==> config.mk <==
export PLATFORM = sky130hd
export DESIGN_NAME = sbe_slave_events
export DESIGN_NICKNAME = d
export VERILOG_FILES = /design/src/hw/sbe_pkg.sv /design/src/hw/sbe_fifo.sv /design/src/hw/sbe_slave_events.sv
export SDC_FILE = /design/constraint.sdc
export NUM_CORES = 1
export LEC_CHECK = 0
export BUFFER_PORTS_ARGS = -buffer_cell sky130_fd_sc_hd__buf_2
export CORE_AREA = 2 2 233 235
export CTS_CLUSTER_DIAMETER = 30
export DETAILED_ROUTE_END_ITERATION = 16
export DIE_AREA = 0 0 235 237
export SLEW_MARGIN = 20
export SYNTH_ARGS = -nofsm -noshare
export SYNTH_HDL_FRONTEND = slang
export SYNTH_HIERARCHICAL = 1
export SYNTH_SLANG_ARGS = --single-unit
==> constraint.sdc <==
create_clock -name clk_sys -period 7.2 [get_ports clk_sys]
set_clock_uncertainty 0.05 [all_clocks]
set_input_delay 0.72 -clock clk_sys [delete_from_list [all_inputs] [get_ports clk_sys]]
set_output_delay 0.72 -clock clk_sys [all_outputs]
set_load 0.005 [all_outputs]
==> src/hw/sbe_pkg.sv <==
// Shared constants and types for the SMBus block buffer and slave event logic
package sbe_pkg;
    // Register offsets on the byte-wide I/O port
    localparam logic [3:0] OFF_HOST_CTL = 4'h2;
    localparam logic [3:0] OFF_BLK_DATA = 4'h7;
    localparam logic [3:0] OFF_SLV_CTL = 4'h8;
    localparam logic [3:0] OFF_CAP_CMD = 4'h9;
    localparam logic [3:0] OFF_MASK_LO = 4'hA;
    localparam logic [3:0] OFF_MASK_HI = 4'hB;
    localparam logic [3:0] OFF_DATA_LO = 4'hC;
    localparam logic [3:0] OFF_DATA_HI = 4'hD;
    // Slave control bit positions
    localparam int BIT_SLAVE_PORT_ENABLE = 0;
    localparam int BIT_FIRST_SHADOW_ENABLE = 1;
    localparam int BIT_SECOND_SHADOW_ENABLE = 2;
    localparam int BIT_ALERT_EN = 3;
    localparam int SLV_CTL_W = 4;
    // Values after reset
    localparam logic [7:0] RST_BYTE = 8'h00;
    localparam logic [15:0] RST_WORD = 16'h0000;
    localparam logic [SLV_CTL_W-1:0] RST_CTL = 4'h0;
    // Host slave port address byte, bit 0 is the direction bit
    localparam logic [7:0] HOST_SLV_ADDR = 8'h10;
    // Block array and buffering
    localparam int BLK_DEPTH = 32;
    localparam int BLK_IDX_W = 5;
    localparam int FIFO_DEPTH = 16;
    localparam logic [3:0] BYTE_BITS = 4'h8;
    localparam logic [1:0] MAX_DATA_BYTES = 2'h2;
    // Slave receive states, Gray coded along the write path
    typedef enum logic [2:0] {
        ST_IDLE = 3'h0,
        ST_ADDR = 3'h1,
        ST_ADDR_ACK = 3'h3,
        ST_CMD = 3'h2,
        ST_CMD_ACK = 3'h6,
        ST_DATA = 3'h7,
        ST_DATA_ACK = 3'h5,
        ST_WAIT = 3'h4
    } sbe_state_e;
endpackage

==> src/hw/sbe_fifo.sv <==
// Synchronous valid/ready FIFO with parameter width and depth
`timescale 1ns/1ps
module sbe_fifo #(
    parameter int WIDTH = 8,
    parameter int DEPTH = 16
) (
    // Clock and reset
    input wire logic clk_sys,
    input wire logic sys_rst,
    // Fill side
    input wire logic in_valid,
    input wire logic [WIDTH-1:0] in_data,
    output logic in_ready,
    // Drain side
    output logic out_valid,
    output logic [WIDTH-1:0] out_data,
    input wire logic out_ready
);
    localparam int AW = $clog2(DEPTH);
    logic [WIDTH-1:0] mem_q [DEPTH];
    logic [AW-1:0] wr_ptr_q;
    logic [AW-1:0] rd_ptr_q;
    logic [AW:0] cnt_q;
    logic [AW:0] cnt_d;
    logic ready_q;
    wire push = in_valid & ready_q;
    wire pop = out_valid & out_ready;

    // Occupancy; ready is registered so the source sees a clean flag
    assign cnt_d = cnt_q + (AW+1)'(push) - (AW+1)'(pop);
    assign in_ready = ready_q;
    assign out_valid = (cnt_q != '0);
    assign out_data = mem_q[rd_ptr_q];

    // Pointer and count update
    always_ff @(posedge clk_sys) begin
        if (sys_rst) begin
            wr_ptr_q <= '0;
            rd_ptr_q <= '0;
            cnt_q <= '0;
            ready_q <= 1'b0;
        end else begin
            wr_ptr_q <= wr_ptr_q + AW'(push);
            rd_ptr_q <= rd_ptr_q + AW'(pop);
            cnt_q <= cnt_d;
            ready_q <= (cnt_d < (AW+1)'(DEPTH));
        end
    end

    // Storage, not reset
    always_ff @(posedge clk_sys) begin
        if (push) begin
            mem_q[wr_ptr_q] <= in_data;
        end
    end
endmodule

==> src/hw/sbe_slave_events.sv <==
// Block data buffer, SMBus slave port capture and event generation
`timescale 1ns/1ps
////////////////////////////////////////////////////////////////////////////////
module sbe_slave_events
    import sbe_pkg::*;
(
    // Clock and reset
    input wire logic clk_sys,
    input wire logic sys_rst,
    // Byte-wide register port
    input wire logic [3:0] io_addr,
    input wire logic io_wr,
    input wire logic io_rd,
    input wire logic [7:0] io_wdata,
    output logic [7:0] io_rdata,
    // Slave match settings held by neighbouring registers
    input wire logic [7:0] shadow1_addr,
    input wire logic [7:0] shadow2_addr,
    input wire logic [7:0] slave_cmd_match,
    // Host engine block stream
    input wire logic eng_start,
    input wire logic eng_rx_valid,
    input wire logic [7:0] eng_rx_data,
    output logic eng_rx_ready,
    input wire logic eng_tx_req,
    output logic eng_tx_valid,
    output logic [7:0] eng_tx_data,
    // SMBus pins
    input wire logic smb_clk_in,
    input wire logic smb_data_in,
    output logic smb_data_out,
    output logic smb_data_oe,
    input wire logic smb_alert_n_in,
    // Interrupt or resume event
    output logic slave_event
);
    ////////////////////////////////////////////////////////////////////////////
    // Register file and block array
    logic [7:0] blk_mem_q [BLK_DEPTH];
    logic [BLK_IDX_W-1:0] sw_idx_q;
    logic [BLK_IDX_W-1:0] eng_idx_q;
    logic [SLV_CTL_W-1:0] ctl_q;
    logic [15:0] mask_q;
    logic [7:0] cap_cmd_q;
    logic [15:0] cap_data_q;
    logic [7:0] rdata_q;
    logic [7:0] rd_mux;
    logic tx_valid_q;
    logic [7:0] tx_data_q;
    logic fifo_valid;
    logic [7:0] fifo_data;

    // Access decode
    wire host_ctl_rd = io_rd & (io_addr == OFF_HOST_CTL);
    wire blk_sel = (io_addr == OFF_BLK_DATA);
    wire blk_wr = io_wr & blk_sel;
    wire blk_acc = (io_wr | io_rd) & blk_sel;
    // A software array write owns the write port; the FIFO waits
    wire fifo_ready = ~blk_wr;
    wire fifo_pop = fifo_valid & fifo_ready;

    // Read data selection; reserved control bits and unmapped offsets read zero
    assign rd_mux = blk_sel ? blk_mem_q[sw_idx_q] :
                    (io_addr == OFF_SLV_CTL) ? {{(8-SLV_CTL_W){1'b0}}, ctl_q} :
                    (io_addr == OFF_CAP_CMD) ? cap_cmd_q :
                    (io_addr == OFF_MASK_LO) ? mask_q[7:0] :
                    (io_addr == OFF_MASK_HI) ? mask_q[15:8] :
                    (io_addr == OFF_DATA_LO) ? cap_data_q[7:0] :
                    (io_addr == OFF_DATA_HI) ? cap_data_q[15:8] : RST_BYTE;

    // Incoming block bytes are buffered so a busy array stalls the engine
    sbe_fifo #(.WIDTH(8), .DEPTH(FIFO_DEPTH)) u_rx_fifo (
        .clk_sys(clk_sys),
        .sys_rst(sys_rst),
        .in_valid(eng_rx_valid),
        .in_data(eng_rx_data),
        .in_ready(eng_rx_ready),
        .out_valid(fifo_valid),
        .out_data(fifo_data),
        .out_ready(fifo_ready)
    );

    // Array write port: software first, engine stream otherwise
    always_ff @(posedge clk_sys) begin
        if (blk_wr) begin
            blk_mem_q[sw_idx_q] <= io_wdata;
        end else if (fifo_pop) begin
            blk_mem_q[eng_idx_q] <= fifo_data;
        end
    end

    // Software index pointer
    always_ff @(posedge clk_sys) begin
        if (sys_rst || host_ctl_rd) begin
            sw_idx_q <= '0;
        end else if (blk_acc) begin
            sw_idx_q <= sw_idx_q + BLK_IDX_W'(1);
        end
    end

    // Engine index pointer, restarted per transaction
    always_ff @(posedge clk_sys) begin
        if (sys_rst || eng_start) begin
            eng_idx_q <= '0;
        end else if (fifo_pop || eng_tx_req) begin
            eng_idx_q <= eng_idx_q + BLK_IDX_W'(1);
        end
    end

    // Outgoing block bytes, one per request
    always_ff @(posedge clk_sys) begin
        if (sys_rst) begin
            tx_valid_q <= 1'b0;
            tx_data_q <= RST_BYTE;
        end else begin
            tx_valid_q <= eng_tx_req;
            tx_data_q <= eng_tx_req ? blk_mem_q[eng_idx_q] : tx_data_q;
        end
    end

    // Writable registers and read data
    always_ff @(posedge clk_sys) begin
        if (sys_rst) begin
            ctl_q <= RST_CTL;
            mask_q <= RST_WORD;
            rdata_q <= RST_BYTE;
        end else begin
            if (io_wr && io_addr == OFF_SLV_CTL) ctl_q <= io_wdata[SLV_CTL_W-1:0];
            if (io_wr && io_addr == OFF_MASK_LO) mask_q[7:0] <= io_wdata;
            if (io_wr && io_addr == OFF_MASK_HI) mask_q[15:8] <= io_wdata;
            if (io_rd) rdata_q <= rd_mux;
        end
    end

    ////////////////////////////////////////////////////////////////////////////
    // Pin synchronisers; the first stage feeds only the second
    logic scl_m, scl_s, scl_p, sda_m, sda_s, sda_p, alr_m, alr_s, alr_p;
    always_ff @(posedge clk_sys) begin
        if (sys_rst) begin
            {scl_m, scl_s, scl_p} <= 3'h7;
            {sda_m, sda_s, sda_p} <= 3'h7;
            {alr_m, alr_s, alr_p} <= 3'h7;
        end else begin
            {scl_m, scl_s, scl_p} <= {smb_clk_in, scl_m, scl_s};
            {sda_m, sda_s, sda_p} <= {smb_data_in, sda_m, sda_s};
            {alr_m, alr_s, alr_p} <= {smb_alert_n_in, alr_m, alr_s};
        end
    end

    // Bus conditions
    wire start_c = scl_s & sda_p & ~sda_s;
    wire stop_c = scl_s & ~sda_p & sda_s;
    wire scl_rise = scl_s & ~scl_p;
    wire scl_fall = ~scl_s & scl_p;
    wire alert_fall = alr_p & ~alr_s;

    ////////////////////////////////////////////////////////////////////////////
    // Slave receiver
    sbe_state_e st_q;
    logic [3:0] bcnt_q;
    logic [7:0] shift_q;
    logic oe_q;
    logic hit_host_q, hit_sh1_q, hit_sh2_q, got_cmd_q;
    logic [1:0] dcnt_q;
    logic [7:0] cmd_stage_q, dlo_q, dhi_q;
    logic event_q;

    // Address compare ignores the direction bit; only writes are claimed
    wire is_wr = ~shift_q[0];
    wire m_host = is_wr & (shift_q[7:1] == HOST_SLV_ADDR[7:1]);
    wire m_sh1 = is_wr & ctl_q[BIT_FIRST_SHADOW_ENABLE] & (shift_q[7:1] == shadow1_addr[7:1]);
    wire m_sh2 = is_wr & ctl_q[BIT_SECOND_SHADOW_ENABLE] & (shift_q[7:1] == shadow2_addr[7:1]);
    wire byte_done = (bcnt_q == BYTE_BITS);
    wire any_hit = hit_host_q | hit_sh1_q | hit_sh2_q;
    wire [15:0] new_data = {dhi_q, dlo_q};
    wire host_evt = hit_host_q & got_cmd_q & ctl_q[BIT_SLAVE_PORT_ENABLE]
                    & (cmd_stage_q == slave_cmd_match) & |(mask_q & new_data);
    wire stop_evt = stop_c & (host_evt | hit_sh1_q | hit_sh2_q);
    wire alert_evt = alert_fall & ctl_q[BIT_ALERT_EN];

    // Bit shifter
    always_ff @(posedge clk_sys) begin
        if (sys_rst || start_c) begin
            shift_q <= RST_BYTE;
        end else if (scl_rise) begin
            shift_q <= {shift_q[6:0], sda_s};
        end
    end

    // Transfer sequencer; acknowledge is driven from one clock fall to the next
    always_ff @(posedge clk_sys) begin
        if (sys_rst) begin
            st_q <= ST_IDLE;
            bcnt_q <= 4'h0;
            oe_q <= 1'b0;
            {hit_host_q, hit_sh1_q, hit_sh2_q, got_cmd_q} <= 4'h0;
            dcnt_q <= 2'h0;
        end else if (start_c) begin
            st_q <= ST_ADDR;
            bcnt_q <= 4'h0;
            oe_q <= 1'b0;
            {hit_host_q, hit_sh1_q, hit_sh2_q, got_cmd_q} <= 4'h0;
            dcnt_q <= 2'h0;
        end else if (stop_c) begin
            st_q <= ST_IDLE;
            oe_q <= 1'b0;
        end else if (scl_rise && !byte_done) begin
            bcnt_q <= bcnt_q + 4'h1;
        end else if (scl_fall) begin
            case (st_q)
                ST_ADDR: begin
                    if (byte_done) begin
                        oe_q <= m_host | m_sh1 | m_sh2;
                        {hit_host_q, hit_sh1_q, hit_sh2_q} <= {m_host, m_sh1, m_sh2};
                        st_q <= (m_host | m_sh1 | m_sh2) ? ST_ADDR_ACK : ST_WAIT;
                    end
                end
                ST_CMD: begin
                    if (byte_done) begin
                        oe_q <= 1'b1;
                        got_cmd_q <= 1'b1;
                        st_q <= ST_CMD_ACK;
                    end
                end
                ST_DATA: begin
                    if (byte_done) begin
                        oe_q <= (dcnt_q < MAX_DATA_BYTES);
                        dcnt_q <= dcnt_q + 2'h1;
                        st_q <= (dcnt_q < MAX_DATA_BYTES) ? ST_DATA_ACK : ST_WAIT;
                    end
                end
                ST_ADDR_ACK: begin
                    oe_q <= 1'b0;
                    bcnt_q <= 4'h0;
                    st_q <= ST_CMD;
                end
                ST_CMD_ACK, ST_DATA_ACK: begin
                    oe_q <= 1'b0;
                    bcnt_q <= 4'h0;
                    st_q <= ST_DATA;
                end
                default: begin
                    oe_q <= 1'b0;
                end
            endcase
        end
    end

    // Staging of command and data bytes until the stop condition
    always_ff @(posedge clk_sys) begin
        if (sys_rst || start_c) begin
            {cmd_stage_q, dlo_q, dhi_q} <= {RST_BYTE, RST_WORD};
        end else if (scl_fall && byte_done) begin
            if (st_q == ST_CMD) cmd_stage_q <= shift_q;
            if (st_q == ST_DATA && dcnt_q == 2'h0) dlo_q <= shift_q;
            if (st_q == ST_DATA && dcnt_q == 2'h1) dhi_q <= shift_q;
        end
    end

    // Commit captures and raise events; only claimed accesses update
    always_ff @(posedge clk_sys) begin
        if (sys_rst) begin
            cap_cmd_q <= RST_BYTE;
            cap_data_q <= RST_WORD;
            event_q <= 1'b0;
        end else begin
            if (stop_c && any_hit && got_cmd_q) begin
                cap_cmd_q <= cmd_stage_q;
                cap_data_q <= new_data;
            end
            event_q <= alert_evt | stop_evt;
        end
    end

    // Outputs; the pin is only ever pulled low
    assign io_rdata = rdata_q;
    assign eng_tx_valid = tx_valid_q;
    assign eng_tx_data = tx_data_q;
    assign smb_data_out = 1'b0;
    assign smb_data_oe = oe_q;
    assign slave_event = event_q;
endmodule

==> results.md <==
* Outcome: completed
* Routed length per instance at 24.31 microns
* TritonCTS clock tree: built
* Worst-Margin Slew at 1.151 ns
* Worst Hold Endpoint: sda_m$_SDFF_PP1_
* Die W at 235 microns
* Primary FF master, synth: edfxtp_1
* DR vias/cell at 5.907
* Initial cell density of the core at 0.4465
* Drt first pass iters at 7
* Fin. Hold Viols at 0
* Crit path time final at 3.862 ns
* Antenna-violating nets left at 0
* Leak at 9.532 nW
* Root Buffer: clkbuf_16
* Total GRT Usage at 0.2240
* Hold path start: smb_data_in
* Pre-CTS WS at 2.749 ns
* Post-Syn Area at 23790 sq um
* Mean post-synth cell area at 14.36 sq um
* Final nets at 1827
* Top-level I/O count at 75
* Setup WS post-layout at 3.338 ns
* IR Drop Worst-Case VDD at 225.0 uV
* H-tree levels at 3
* Syn_nets at 1728
* Crit path DAT at 4.35 ns
* Max-slew headroom at 0.2325
* Final Max Tran Viols at 0
* CP max FO at 33
* Grt ovf at 0
* MaxCap Viol Count at 0
* DRC errors left at 0
* Fmax at 0.2589 GHz
* Clk buf depth at 3
* Global-route wire length before repair at 93850 microns
* FILL cells at 4254
* RSZ-0062 raised after global routing: false
* Largest net degree at the start of global routing at 77
* Num rows at 85
* Synth Instances at 1657
* Detail Placement HPWL at 39490 microns
* Min Hold Slack at 0.2116 ns
* Post-CTS setup buffers at 0
* Initial antenna violation count at 1
* Die Span Y at 237 microns
* Share of layout cells above drive strength 1 at 0.2512
* RR Endpoint: eng_tx_data[4]$_SDFFE_PP0P_
* Synth cell count leaders: edfxtp_1 (384), nand2_1 (173), dfxtp_1 (146), mux4_2 (138), nor2_1 (132)
* Top post-synthesis cells by area: edfxtp_1 (48%), mux4_2 (13%), dfxtp_1 (12%)
* #FFs+latches synth at 530
* Detailed Route Iter0 Violations at 1286
* Netlist cell types at 71
* FFs w/ async S/R, synth at 0
* Die Area at 55700 sq um
* Final WL at 62020 microns
* Count leader, synth: edfxtp_1
* Fin crit share at 0.5364
* Clock transition at path regs at 0.05 ns
* Setup_tns at 0 ns
* Reg2reg start: eng_idx_q[0]$_SDFFE_PP0P_
* N_diodes at 0
* CTS resizes at 0
* Worst Hold Depth at 2
* R2R setup slack at 3.90 ns
* TritonCTS Buffers at 112
* Clock sink count at 530
* Worst R2R Path Depth at 5
* Clk_lat worst skew at 0.66 ns
* Core box area at 53280 sq um
* Via count at 15068
* Area leader, netlist: edfxtp_1
* Setup violations, final at 0
* HP Class: input pin to flop
* EDFF count, synth at 384
* CP required at 7.69 ns
* Synth warn at 6
* Share of the yosys chip area belonging to registers at 0.6076
* Area grow syn2layout at 20.68%
* Element type at the critical path end: flop
* Share of the synthesized area in the top cell type at 0.4847
* # hold bufs at CTS at 0
* Pwr dens at 376.9 nW/um^2
* Crit path kind: input pin to flop
* Core Util, Final at 0.5388
* Vias in the first global route at 15114
* Buffers on Ports at 71
* Critical Path Source Type: input pin
* Final Wtd Congestion at 0.8417
-- critical path: stages --
cell and delay (ns):
buf_2 0.51, and4b_1 0.83, nand2_1 0.37, and2_1 0.28, ha_1 0.30, inv_1 0.06, ha_1 0.15, inv_1 0.05
fa_1 0.39, nand2b_1 0.16, a21oi_1 0.22, nor3_1 0.09, o21ba_2 0.20
-- routing by layer --
| layer | global-route usage | vias up | part of all wire |
|---|---|---|---|
| met5 | 0 | - | 0 |
| met2 | 0.3513 | 590 | 0.47 |
| li1 | - | 6678 | - |
| met3 | 0.04523 | 120 | 0.067 |
| met4 | 0.08439 | 0 | 0.033 |
| met1 | 0.3100 | 7680 | 0.43 |
-- how the worst max path moves through the flow --
stage | to | from | cells past startpoint | slack (ns)
finish | u_rx_fifo/in_ready$_SDFF_PP0_ | io_addr[0] | 13 | 3.34
global route | u_rx_fifo/in_ready$_SDFF_PP0_ | io_addr[0] | 13 | 3.13
CTS | u_rx_fifo/in_ready$_SDFF_PP0_ | io_addr[0] | 13 | 3.38
detailed placement | u_rx_fifo/in_ready$_SDFF_PP0_ | io_addr[0] | 13 | 2.75
global placement | u_rx_fifo/in_ready$_SDFF_PP0_ | io_addr[0] | 13 | 2.80
floorplan | u_rx_fifo/in_ready$_SDFF_PP0_ | io_addr[2] | 14 | 4.01
-- placed cells by master, fill, tap and decap left out, types with 7 or more instances in the layout --
cell type   synthesis  layout
mux4_2            138     138
nor2b_1            33      33
nor3_1             25      25
nand2_1           173     170
mux4_1             18      18
o21bai_1            8       8
a221oi_1            8       8
xor2_1             19      19
a41oi_1             8       8
inv_6               0       8
edfxtp_1          384     384
o32ai_1             7       7
a211oi_1           22      22
clkinv_2            0      16
o21ai_0             7       7
a22oi_1            32      32
buf_4              11      27
xnor2_1            21      21
inv_1              25      25
nand4_1             8       8
clkbuf_16           0     113
ha_1               16      16
nand3_1            36      36
clkinv_4            0      11
bufinv_16           0      24
nor4_1             15      14
dfxtp_1           146     139
a31oi_1             7       7
buf_2              28      70
or2_2              11      11
mux2_2             10      10
clkinv_1            0      10
mux2i_1            59      59
nor2_1            132     132
clkbuf_1           52      12
nor3b_1             8       8
clkinvlp_4          0      13
a21oi_1            90      90
nand2b_1            8       8
-- state kept, by name, summed over array words and instances, names as in the netlist, 2 cells and up, named ones only --
| name | flops |
|---|---|
| cap_data_q | 16 |
| st_q | 2 |
| mask_q | 16 |
| u_rx_fifo/wr_ptr_q | 4 |
| ctl_q | 4 |
| dhi_q | 8 |
| cmd_stage_q | 8 |
| sw_idx_q | 5 |
| shift_q | 8 |
| dcnt_q | 2 |
| io_rdata | 8 |
| eng_tx_data | 8 |
| u_rx_fifo/mem_q | 128 |
| u_rx_fifo/cnt_q | 5 |
| dlo_q | 8 |
| cap_cmd_q | 8 |
| bcnt_q | 4 |
| blk_mem_q | 256 |
| u_rx_fifo/rd_ptr_q | 4 |
| eng_idx_q | 5 |
-- cell families (layout without fill, tap and decap cells) --
logic type,count (synthesis),count (layout),share of synthesized area
flops,530,530,0.6076
simple gates,486,486,0.09593
mux,225,225,0.1801
compound gates,221,221,0.06185
buf+inv,137,335,0.03040
xor+xnor,40,40,0.01473
fa+ha+maj,17,17,0.009257
other cells,1,1,0.0001576
-- cell type report --
type,instances,area [sq um],share of cell area
clock buffers,126,2887,0.1005
repair buffers,97,553.0,0.01926
flip-flops and latches,530,14470,0.5041
clock inverters,87,1191,0.04149
inverters,25,93.84,0.003269
well taps,696,870.8,0.03033
multi-input cells,990,8640,0.3010
-- report_power, final --
part           internal (mW)  switching, mW  total, mW
Combinational          0.506          0.951       1.46
Sequential              3.77          0.115       3.89
Clock                   3.75           1.72       5.48
-- through the flow --
| step | instances | area, sq um | power (mW) |
|---|---|---|---|
| 6_report | 2551 | 28710 | 10.82 |
| 5_1_grt | 2551 | 28710 | 11.17 |
| 4_1_cts | 2551 | 28700 | 10.91 |
| 3_5_place_dp | 2338 | 24620 | 5.412 |
| 3_3_place_gp | 2338 | 24620 | 5.370 |
| 2_1_floorplan | 1657 | 23790 | 4.822 |
(Power assumes the default switching activity.)
